`config.mk`:
```
export PLATFORM = sky130hd
export DESIGN_NAME = rtcev_monitor
export DESIGN_NICKNAME = d
export VERILOG_FILES = /design/src/common/rtcev_pkg.sv /design/src/hw/rtcev_monitor.sv
export SDC_FILE = /design/constraint.sdc
export NUM_CORES = 1
export LEC_CHECK = 0
export BUFFER_PORTS_ARGS = -buffer_cell sky130_fd_sc_hd__clkbuf_2
export CAP_MARGIN = 20
export CELL_PAD_IN_SITES_DETAIL_PLACEMENT = 1
export CELL_PAD_IN_SITES_GLOBAL_PLACEMENT = 2
export CORE_MARGIN = 5
export CORE_UTILIZATION = 42
export DETAILED_ROUTE_END_ITERATION = 12
export PLACE_DENSITY = 0.91
export SYNTH_ARGS = -nofsm -noshare
export SYNTH_HDL_FRONTEND = slang
export SYNTH_SLANG_ARGS = --single-unit
export TNS_END_PERCENT = 30
```
`constraint.sdc`:
```
create_clock -name clk_in -period 6.5 [get_ports clk_in]
set_input_delay 0.325 -clock clk_in [delete_from_list [all_inputs] [get_ports clk_in]]
set_output_delay 0.325 -clock clk_in [all_outputs]
set_load 0.1 [all_outputs]
```
`src/common/rtcev_pkg.sv`:
```
// Constants, register map and state record of the event-monitoring clock core.
// Assumes one 20 MHz system clock; the crystal arrives as a synchronous level.
package rtcev_pkg;

  ////////////////////////////////////////////////////////////////////////////
  // Timing
  localparam int unsigned RTCEV_CLK_HZ      = 20000000;
  localparam int unsigned RTCEV_XTAL_HZ     = 32768;
  localparam int unsigned RTCEV_FILT_A_US   = 3900;
  localparam int unsigned RTCEV_FILT_B_US   = 15625;
  localparam int unsigned RTCEV_FILT_C_US   = 31250;
  // Least times, rounded up to whole crystal ticks
  localparam logic [10:0] RTCEV_FILT_A_TICKS =
    11'((RTCEV_FILT_A_US * RTCEV_XTAL_HZ + 999999) / 1000000);
  localparam logic [10:0] RTCEV_FILT_B_TICKS =
    11'((RTCEV_FILT_B_US * RTCEV_XTAL_HZ + 999999) / 1000000);
  localparam logic [10:0] RTCEV_FILT_C_TICKS =
    11'((RTCEV_FILT_C_US * RTCEV_XTAL_HZ + 999999) / 1000000);
  localparam logic [14:0] RTCEV_PRESC_TOP    = 15'h7FFF;
  localparam logic [13:0] RTCEV_HALF_TOP     = 14'h3FFF;

  ////////////////////////////////////////////////////////////////////////////
  // Register offsets
  localparam logic [7:0] RTCEV_ADDR_SEC    = 8'h00;
  localparam logic [7:0] RTCEV_ADDR_WDAY   = 8'h06;
  localparam logic [7:0] RTCEV_ADDR_STATUS = 8'h07;
  localparam logic [7:0] RTCEV_ADDR_CTRL   = 8'h08;
  localparam logic [7:0] RTCEV_ADDR_EVCFG  = 8'h09;
  localparam logic [7:0] RTCEV_ADDR_ALARM  = 8'h0A;
  localparam logic [7:0] RTCEV_ADDR_STAMP  = 8'h10;

  // Status bits
  localparam int RTCEV_ST_ALARM   = 0;
  localparam int RTCEV_ST_EVENT   = 1;
  localparam int RTCEV_ST_BACKUP  = 2;
  localparam int RTCEV_ST_STOPPED = 3;
  // Control bits
  localparam int RTCEV_CT_EV_EN   = 0;
  localparam int RTCEV_CT_EV_BKEN = 1;
  localparam int RTCEV_CT_IRQ_ALM = 2;
  localparam int RTCEV_CT_FREEZE  = 3;
  localparam int RTCEV_CT_EV_OUT  = 4;
  localparam int RTCEV_CT_REPEAT  = 5;
  localparam int RTCEV_CT_FILT_LO = 6;
  // Event/frequency configuration bits
  localparam int RTCEV_EC_RATE_LO = 0;
  localparam int RTCEV_EC_FOUT_EN = 3;
  localparam int RTCEV_EC_FSEL_LO = 4;
  // Alarm field enable
  localparam int RTCEV_AL_EN      = 7;

  ////////////////////////////////////////////////////////////////////////////
  // Reset values
  localparam logic [4:0] RTCEV_DATE_RESET  = 5'h01;
  localparam logic [3:0] RTCEV_MONTH_RESET = 4'h1;

  typedef enum logic [1:0] {
    RTCEV_RATE_CONT    = 2'h0,
    RTCEV_RATE_QUARTER = 2'h1,
    RTCEV_RATE_ONE     = 2'h2,
    RTCEV_RATE_TWO     = 2'h3
  } rtcev_rate_type;

  typedef struct packed {
    logic            xtal_prev;
    logic [14:0]     presc;
    logic [1:0]      qcnt;
    logic [5:0]      sec;
    logic [5:0]      min;
    logic [4:0]      hour;
    logic [4:0]      date;
    logic [3:0]      month;
    logic [6:0]      year;
    logic [2:0]      wday;
    logic            sec_upd;
    logic            running;
    logic            backup;
    logic            alarm_flag;
    logic            event_flag;
    logic [7:0]      ctrl;
    logic [7:0]      evcfg;
    logic [5:0][7:0] alm;
    logic [5:0][7:0] stamp;
    logic            win;
    logic [10:0]     win_cnt;
    logic [10:0]     filt_cnt;
    logic [7:0]      rdata;
    logic            irq_oe;
    logic            fout_oe;
  } rtcev_state_type;

  localparam rtcev_state_type RTCEV_STATE_RESET = '{
    date:    RTCEV_DATE_RESET,
    month:   RTCEV_MONTH_RESET,
    default: '0
  };

endpackage

```
`src/hw/rtcev_monitor.sv`:
```
// Clock/calendar core with event detection, time stamp, alarm and frequency out.
// Assumes supply comparators and the crystal level arrive synchronous to clk_in,
// and that a plain register port stands in front of the serial bus.
// How it works
// - Accepted event sets flag, stores time stamp
// - Event optionally drives output, freezes clock
// - Event capture works on main and backup
// - Event input examined at selectable rate
// - Selectable filter rejects short input glitches
// - Calendar counters with leap years through 2099
// - Alarm matches any chosen field combination
// - Alarm flag polled, optionally on interrupt
// - Repeat keeps alarm firing periodically
// - Timebase from 32.768kHz crystal input
// - High event input means detected event
// - Enable bits gate event input, backup too
// - Selectable open-drain frequency output, idle high
// - Shared output; status tells alarm from event
// - Alarm pulls shared open-drain output low
// - Event holds shared output low until cleared
// - Bus ignored while on backup supply
// - Serial data open drain, up to 400kHz
// - Enter backup when both comparators say low
// - Leave backup when either comparator recovers
// - Filter times zero, 3.9, 15.6, 31.25 ms
// - Continuous or quarter, one, two hertz sampling
// - Clock stopped until clock register written
//
// Decided for this implementation: the register offsets and the address-and-strobe port.
`timescale 1ns/1ps

module rtcev_monitor (
  input  wire logic       clk_in,
  input  wire logic       resetn_in,
  input  wire logic       crystal_input_in,
  input  wire logic       event_input_in,
  input  wire logic       vdd_below_bat_in,
  input  wire logic       vdd_below_trip_in,
  input  wire logic       vdd_above_bat_hys_in,
  input  wire logic       vdd_above_trip_hys_in,
  input  wire logic [7:0] addr_in,
  input  wire logic [7:0] wdata_in,
  input  wire logic       wr_in,
  input  wire logic       rd_in,
  output logic      [7:0] rdata_out,
  output logic            event_detect_output_out,
  output logic            event_detect_output_oe_out,
  output logic            fout_out,
  output logic            fout_oe_out,
  output logic            backup_mode_out
);

  rtcev_pkg::rtcev_state_type s;
  rtcev_pkg::rtcev_state_type n;

  logic           tick;
  logic           sec_pulse;
  logic           half_pulse;
  logic           rate_pulse;
  logic           frozen;
  logic           wr;
  logic           rd;
  logic           ev_gate;
  logic           sampling;
  logic           ev_hit;
  logic           clr_evt;
  logic           clr_alm;
  logic           fout_level;
  logic [10:0]    thr;
  logic [5:0][7:0] now_b;
  logic [3:0]     fsel;
  rtcev_pkg::rtcev_rate_type rate;

  ////////////////////////////////////////////////////////////////////////////
  // Helpers
  function automatic logic [4:0] days_in_month(input logic [3:0] m, input logic [6:0] y);
    // Years 00..99 map to 2000..2099, so every fourth year is leap
    unique case (m)
      4'h2:                      days_in_month = (y[1:0] == 2'h0) ? 5'h1D : 5'h1C;
      4'h4, 4'h6, 4'h9, 4'hB:    days_in_month = 5'h1E;
      default:                   days_in_month = 5'h1F;
    endcase
  endfunction

  function automatic logic [5:0][7:0] now_bytes(input rtcev_pkg::rtcev_state_type t);
    now_bytes = {{1'b0, t.year}, {4'h0, t.month}, {3'h0, t.date},
                 {3'h0, t.hour}, {2'h0, t.min}, {2'h0, t.sec}};
  endfunction

  function automatic logic alarm_hit(input rtcev_pkg::rtcev_state_type t);
    logic [5:0][7:0] cur;
    logic            any;
    logic            all;
    cur = {{5'h00, t.wday}, {4'h0, t.month}, {3'h0, t.date},
           {3'h0, t.hour}, {2'h0, t.min}, {2'h0, t.sec}};
    any = 1'b0;
    all = 1'b1;
    for (int i = 0; i < 6; i++) begin
      if (t.alm[i][rtcev_pkg::RTCEV_AL_EN]) begin
        any = 1'b1;
        if (t.alm[i][6:0] != cur[i][6:0]) begin
          all = 1'b0;
        end
      end
    end
    alarm_hit = any & all;
  endfunction

  function automatic logic [10:0] filt_ticks(input logic [1:0] sel);
    unique case (sel)
      2'h0: filt_ticks = 11'h000;
      2'h1: filt_ticks = rtcev_pkg::RTCEV_FILT_A_TICKS;
      2'h2: filt_ticks = rtcev_pkg::RTCEV_FILT_B_TICKS;
      2'h3: filt_ticks = rtcev_pkg::RTCEV_FILT_C_TICKS;
    endcase
  endfunction

  ////////////////////////////////////////////////////////////////////////////
  // Next state
  always_comb begin
    n = s;
    // Time bytes as a plain vector; a function result cannot be indexed
    now_b = now_bytes(s);
    // Crystal rising edge is the only timebase; system clock just samples it
    tick = crystal_input_in & ~s.xtal_prev;
    n.xtal_prev = crystal_input_in;
    sec_pulse = 1'b0;
    half_pulse = 1'b0;
    if (tick) begin
      n.presc = s.presc + 15'h0001;
      half_pulse = (s.presc[13:0] == rtcev_pkg::RTCEV_HALF_TOP);
      if (s.presc == rtcev_pkg::RTCEV_PRESC_TOP) begin
        sec_pulse = 1'b1;
        n.qcnt = s.qcnt + 2'h1;
      end
    end
    frozen = s.event_flag & s.ctrl[rtcev_pkg::RTCEV_CT_FREEZE];
    // Bus is dead on backup supply
    wr = wr_in & ~s.backup;
    rd = rd_in & ~s.backup;

    // Calendar
    n.sec_upd = 1'b0;
    if (sec_pulse && s.running && !frozen) begin
      n.sec_upd = 1'b1;
      if (s.sec == 6'h3B) begin
        n.sec = 6'h00;
        if (s.min == 6'h3B) begin
          n.min = 6'h00;
          if (s.hour == 5'h17) begin
            n.hour = 5'h00;
            n.wday = (s.wday == 3'h6) ? 3'h0 : s.wday + 3'h1;
            if (s.date == days_in_month(s.month, s.year)) begin
              n.date = 5'h01;
              if (s.month == 4'hC) begin
                n.month = 4'h1;
                n.year = (s.year == 7'h63) ? 7'h00 : s.year + 7'h01;
              end else begin
                n.month = s.month + 4'h1;
              end
            end else begin
              n.date = s.date + 5'h01;
            end
          end else begin
            n.hour = s.hour + 5'h01;
          end
        end else begin
          n.min = s.min + 6'h01;
        end
      end else begin
        n.sec = s.sec + 6'h01;
      end
    end

    // Supply mode
    if (!s.backup && vdd_below_bat_in && vdd_below_trip_in) begin
      n.backup = 1'b1;
    end else if (s.backup && (vdd_above_bat_hys_in || vdd_above_trip_hys_in)) begin
      n.backup = 1'b0;
    end

    // Register writes
    clr_evt = 1'b0;
    clr_alm = 1'b0;
    if (wr) begin
      if (addr_in <= rtcev_pkg::RTCEV_ADDR_WDAY) begin
        n.running = 1'b1;
      end
      unique case (addr_in)
        8'h00: begin
          n.sec = wdata_in[5:0];
          n.presc = 15'h0000;
        end
        8'h01: n.min = wdata_in[5:0];
        8'h02: n.hour = wdata_in[4:0];
        8'h03: n.date = wdata_in[4:0];
        8'h04: n.month = wdata_in[3:0];
        8'h05: n.year = wdata_in[6:0];
        8'h06: n.wday = wdata_in[2:0];
        rtcev_pkg::RTCEV_ADDR_STATUS: begin
          clr_alm = wdata_in[rtcev_pkg::RTCEV_ST_ALARM];
          clr_evt = wdata_in[rtcev_pkg::RTCEV_ST_EVENT];
        end
        rtcev_pkg::RTCEV_ADDR_CTRL:  n.ctrl = wdata_in;
        rtcev_pkg::RTCEV_ADDR_EVCFG: n.evcfg = wdata_in;
        8'h0A, 8'h0B, 8'h0C, 8'h0D, 8'h0E, 8'h0F:
          n.alm[3'(addr_in - rtcev_pkg::RTCEV_ADDR_ALARM)] = wdata_in;
        default: ;
      endcase
    end
    if (clr_alm) begin
      n.alarm_flag = 1'b0;
    end
    if (clr_evt) begin
      n.event_flag = 1'b0;
    end

    // Alarm, checked the cycle after each second step; set beats clear
    if (s.sec_upd && alarm_hit(s)) begin
      n.alarm_flag = 1'b1;
      if (!s.ctrl[rtcev_pkg::RTCEV_CT_REPEAT]) begin
        for (int i = 0; i < 6; i++) begin
          n.alm[i][rtcev_pkg::RTCEV_AL_EN] = 1'b0;
        end
      end
    end

    // Event input: gated, sampled, filtered
    ev_gate = event_input_in & s.ctrl[rtcev_pkg::RTCEV_CT_EV_EN]
            & (~s.backup | s.ctrl[rtcev_pkg::RTCEV_CT_EV_BKEN]);
    rate = rtcev_pkg::rtcev_rate_type'(s.evcfg[rtcev_pkg::RTCEV_EC_RATE_LO +: 2]);
    thr = filt_ticks(s.ctrl[rtcev_pkg::RTCEV_CT_FILT_LO +: 2]);
    unique case (rate)
      rtcev_pkg::RTCEV_RATE_CONT:    rate_pulse = 1'b0;
      rtcev_pkg::RTCEV_RATE_QUARTER: rate_pulse = sec_pulse & (s.qcnt == 2'h3);
      rtcev_pkg::RTCEV_RATE_ONE:     rate_pulse = sec_pulse;
      rtcev_pkg::RTCEV_RATE_TWO:     rate_pulse = half_pulse;
    endcase
    // Sampling window spans the filter time so a steady high can qualify
    sampling = (rate == rtcev_pkg::RTCEV_RATE_CONT) | s.win;
    if (rate_pulse) begin
      n.win = 1'b1;
      n.win_cnt = 11'h000;
    end else if (tick && s.win) begin
      if (s.win_cnt > thr) begin
        n.win = 1'b0;
      end else begin
        n.win_cnt = s.win_cnt + 11'h001;
      end
    end
    if (!sampling || !ev_gate) begin
      n.filt_cnt = 11'h000;
    end else if (tick && s.filt_cnt < thr) begin
      n.filt_cnt = s.filt_cnt + 11'h001;
    end
    ev_hit = sampling & ev_gate & (s.filt_cnt >= thr);
    // Works in either supply mode; only the gate looks at backup
    if (ev_hit && (!s.event_flag || clr_evt)) begin
      n.event_flag = 1'b1;
      n.stamp = now_bytes(s);
    end

    // Read data stands one cycle only
    n.rdata = 8'h00;
    if (rd) begin
      unique case (addr_in)
        8'h00, 8'h01, 8'h02, 8'h03, 8'h04, 8'h05:
          n.rdata = now_b[3'(addr_in)];
        8'h06: n.rdata = {5'h00, s.wday};
        rtcev_pkg::RTCEV_ADDR_STATUS:
          n.rdata = {4'h0, ~s.running, s.backup, s.event_flag, s.alarm_flag};
        rtcev_pkg::RTCEV_ADDR_CTRL:  n.rdata = s.ctrl;
        rtcev_pkg::RTCEV_ADDR_EVCFG: n.rdata = s.evcfg;
        8'h0A, 8'h0B, 8'h0C, 8'h0D, 8'h0E, 8'h0F:
          n.rdata = s.alm[3'(addr_in - rtcev_pkg::RTCEV_ADDR_ALARM)];
        8'h10, 8'h11, 8'h12, 8'h13, 8'h14, 8'h15:
          n.rdata = s.stamp[3'(addr_in - rtcev_pkg::RTCEV_ADDR_STAMP)];
        default: n.rdata = 8'h00;
      endcase
    end

    // Shared open-drain output; follows the flags with no extra lag
    n.irq_oe = (n.alarm_flag & n.ctrl[rtcev_pkg::RTCEV_CT_IRQ_ALM])
             | (n.event_flag & n.ctrl[rtcev_pkg::RTCEV_CT_EV_OUT]);

    // Frequency output: crystal itself or a prescaler tap
    fsel = s.evcfg[rtcev_pkg::RTCEV_EC_FSEL_LO +: 4];
    fout_level = (fsel == 4'h0) ? crystal_input_in : s.presc[4'(fsel - 4'h1)];
    n.fout_oe = s.evcfg[rtcev_pkg::RTCEV_EC_FOUT_EN] & ~fout_level;
  end

  always_ff @(posedge clk_in) begin
    if (!resetn_in) begin
      s <= rtcev_pkg::RTCEV_STATE_RESET;
    end else begin
      s <= n;
    end
  end

  // Open-drain serial data sits outside; this port is its stand-in
  assign rdata_out = s.rdata;
  // Open-drain pins only ever pull low; the enable carries the level
  assign event_detect_output_out = 1'b0;
  assign event_detect_output_oe_out = s.irq_oe;
  assign fout_out = 1'b0;
  assign fout_oe_out = s.fout_oe;
  assign backup_mode_out = s.backup;
endmodule

```
==> impl_metrics.yaml <==
pwr:
  ir_drop_mv: 0.146
  p_per_area_nw_per_um2: 213
  power.leakage_uw: 0.00473
worst_setup_path:
  worstSetupPathType: "flop to flop"
  arrival_ps: 3280
  crit_buf_inv: 0
  critPathTopFamily: "simple AND/OR/NAND/NOR gates"
  cp_max_fo: 10
  rr_worst_depth: 7
  required_ps: 6830
  critPathMaxStageDelay_ps: 890
  r2r-end: "now_b[35]"
  regToRegSetupSlack_ps: 3550
  path_cells: "ha_1, nand2_1, nor3_4, nand4_4, nor4_2, a21oi_1, a311o_1"
  reg2reg_from: "now_b[1]"
  crit_slowest_cell: "nor4_2"
  startpoint_type: "flop"
  cp-end-kind: "flop"
synthesis:
  ys_top_cells_by_area: "dfxtp_1 (37%), mux2i_1 (12%), nor2_1 (5.7%)"
  synthCells: 1180
  ys_types: 76
  syn-cell-area_um2: 10300
  ys_ff_latch: 189
  synth_warnings: 0
  synth_edf_count: 0
  syn_avg_cell_area_um2: 8.75
  seq_area_frac_synth_pct: 36.6
  yosysTopAreaCell: "dfxtp_1"
  synthArstFlopShare_pct: 0
  ys.flop_type: "dfxtp_1"
  yosys.area.top_type_share_pct: 36.6
timing:
  fin_worst_skew_ps: 15.0
  setup_viol: 0
  setup_ws_ps: 3550
  grt_setup_unrepaired: "false"
  tightest_slew_ps: 931
  period_needed_ps: 2950
  fmax_ghz: 0.339
  fin_tns_setup_ps: 0
  hold_violations: 0
  fin_crit_sh_pct: 45.4
  final_max_slew_viol_count: 0
  relSlewSlack_pct: 37.4
clock_network:
  cts_tree: "yes"
  path_clk_slew_ps: 80
  root_buffer: "clkbuf_16"
  cts_num_sinks: 189
  post_cts_buffers: 0
  cts_inserted_buffers: 17
  cts_max_path_buffers: 2
  ctsResizeCount: 0
  ctsHoldBuffers: 0
  clk_latency_ps: 450
  ctsHtreeMaxLevel: 4
final_layout:
  final_nets: 1217
  multi_input_area_um2: 6070
  antennaDiodeCount: 0
  syn_to_final_growth_pct: 8.59
  seqCellArea_um2: 3780
  layoutNonFillerInstCount: 1501
  final_common_cell: "dfxtp_1"
  drive_above_1_share_pct: 10.0
  final_cell_mix: "dfxtp_1 (189), nor2_1 (158), mux2i_1 (123), nand2_1 (88), o21ai_0 (61)"
  fill_cells: 2837
drt:
  via_per_inst: 6.00
  ant_nets: 0
  wl_um: 33400
  drt_iter0_markers: 682
  drc: 0
  vias: 9002
  post_drt_wl_per_cell_um: 22.2
  dr.pass1.iters: 5
global_routing:
  grt_start_max_net_pins: 61
  grt_antenna_before_repair: 0
  grt_use_total_pct: 23.6
  grt_pass1_wl_um: 52100
  grt_overflow: 0
  grt_pass1_vias: 8890
floorplanning:
  dieWidth_um: 167
  rows: 57
  core_area_um2: 24200
  fp.dieH_um: 167
  io_pins: 39
  start_util_pct: 42.6
  dieArea_um2: 27800
placement:
  dpl.hpwl_um: 23600
  placed_cells: 1469
  preCtsSetupSlack_ps: 3380
  port_buffers: 36
  place_congestion: 0.930
hold_path:
  hold_path_depth: 2
  hp-class: "input port to flop"
  hp-start: "crystal_input_in"
  worstHoldEndpoint: "s[203]"
run:
  drv_cap: 0
outcome:
  status: "finished clean"
-- metal layers --
layer / GRT usage [%] / vias to the layer above / share of wire [%]
met5: 0 / - / 0
met4: 7.01 / 0 / 2.1
met3: 3.39 / 45 / 5.2
met2: 37.7 / 240 / 46
met1: 33.5 / 4511 / 47
li1: - / 4206 / -
-- worst max-delay path by stage --
| stage | start | end | cells past startpoint | slack (ps) |
|---|---|---|---|---|
| global route | now_b[1] | now_b[35] | 7 | 3320 |
| finish | now_b[1] | now_b[35] | 7 | 3550 |
| floorplan | backup_mode_out | s[36] | 7 | 4020 |
| CTS | now_b[1] | now_b[35] | 7 | 3560 |
| global placement | addr_in[1] | s[33] | 8 | 3440 |
| detailed placement | addr_in[4] | flop | 7 | 3380 |
-- metrics by stage --
step	power [uW]	utilization, %	instance area (um^2)	hold slack (ps)
3_3_place_gp	1310	43.8	10600	450
3_5_place_dp	1320	43.8	10600	460
6_report	2390	46.2	11200	176
5_1_grt	2460	46.2	11200	174
2_1_floorplan	1270	-	10300	439
4_1_cts	2400	46.2	11200	169
-- cell families (layout without fill, tap and decap cells) --
kind of cell | Yosys count | in the layout | share of synthesized area, %
buffers and inverters | 110 | 106 | 4.60
XOR/XNOR | 52 | 52 | 4.41
AO/OA/AOI/OAI | 211 | 211 | 12.9
other | 1 | 2 | 0.0363
adder cells (fa/ha/maj) | 27 | 27 | 3.27
AND/OR/NAND/NOR | 442 | 442 | 21.3
flip-flops | 189 | 189 | 36.6
multiplexers | 148 | 148 | 16.9
-- cells in the mapped netlist (19+ instances only) --
cell	number
nor2_1	158
ha_1	27
o21ai_0	61
nand3_1	46
xnor2_1	19
a31oi_1	21
a21oi_1	57
nor3_1	22
dfxtp_1	189
xor2_1	33
clkbuf_1	53
mux2i_1	123
nand4_1	20
nand2_1	88
inv_1	30
-- where the power goes --
group / switching, uW / internal [uW] / total [uW]
registers: 7.73 / 1160 / 1170
clock network: 505 / 590 / 1090
logic: 92.7 / 30.5 / 123
-- cell type report --
cell class | count | share of cell area, %
well taps | 324 | 3.61
clock buffers | 19 | 3.95
flip-flops and latches | 189 | 33.7
clock inverters | 13 | 1.39
inverters | 30 | 1.02
multi-input cells | 882 | 54.1
repair buffers | 44 | 2.14
(Power assumes the default switching activity.)
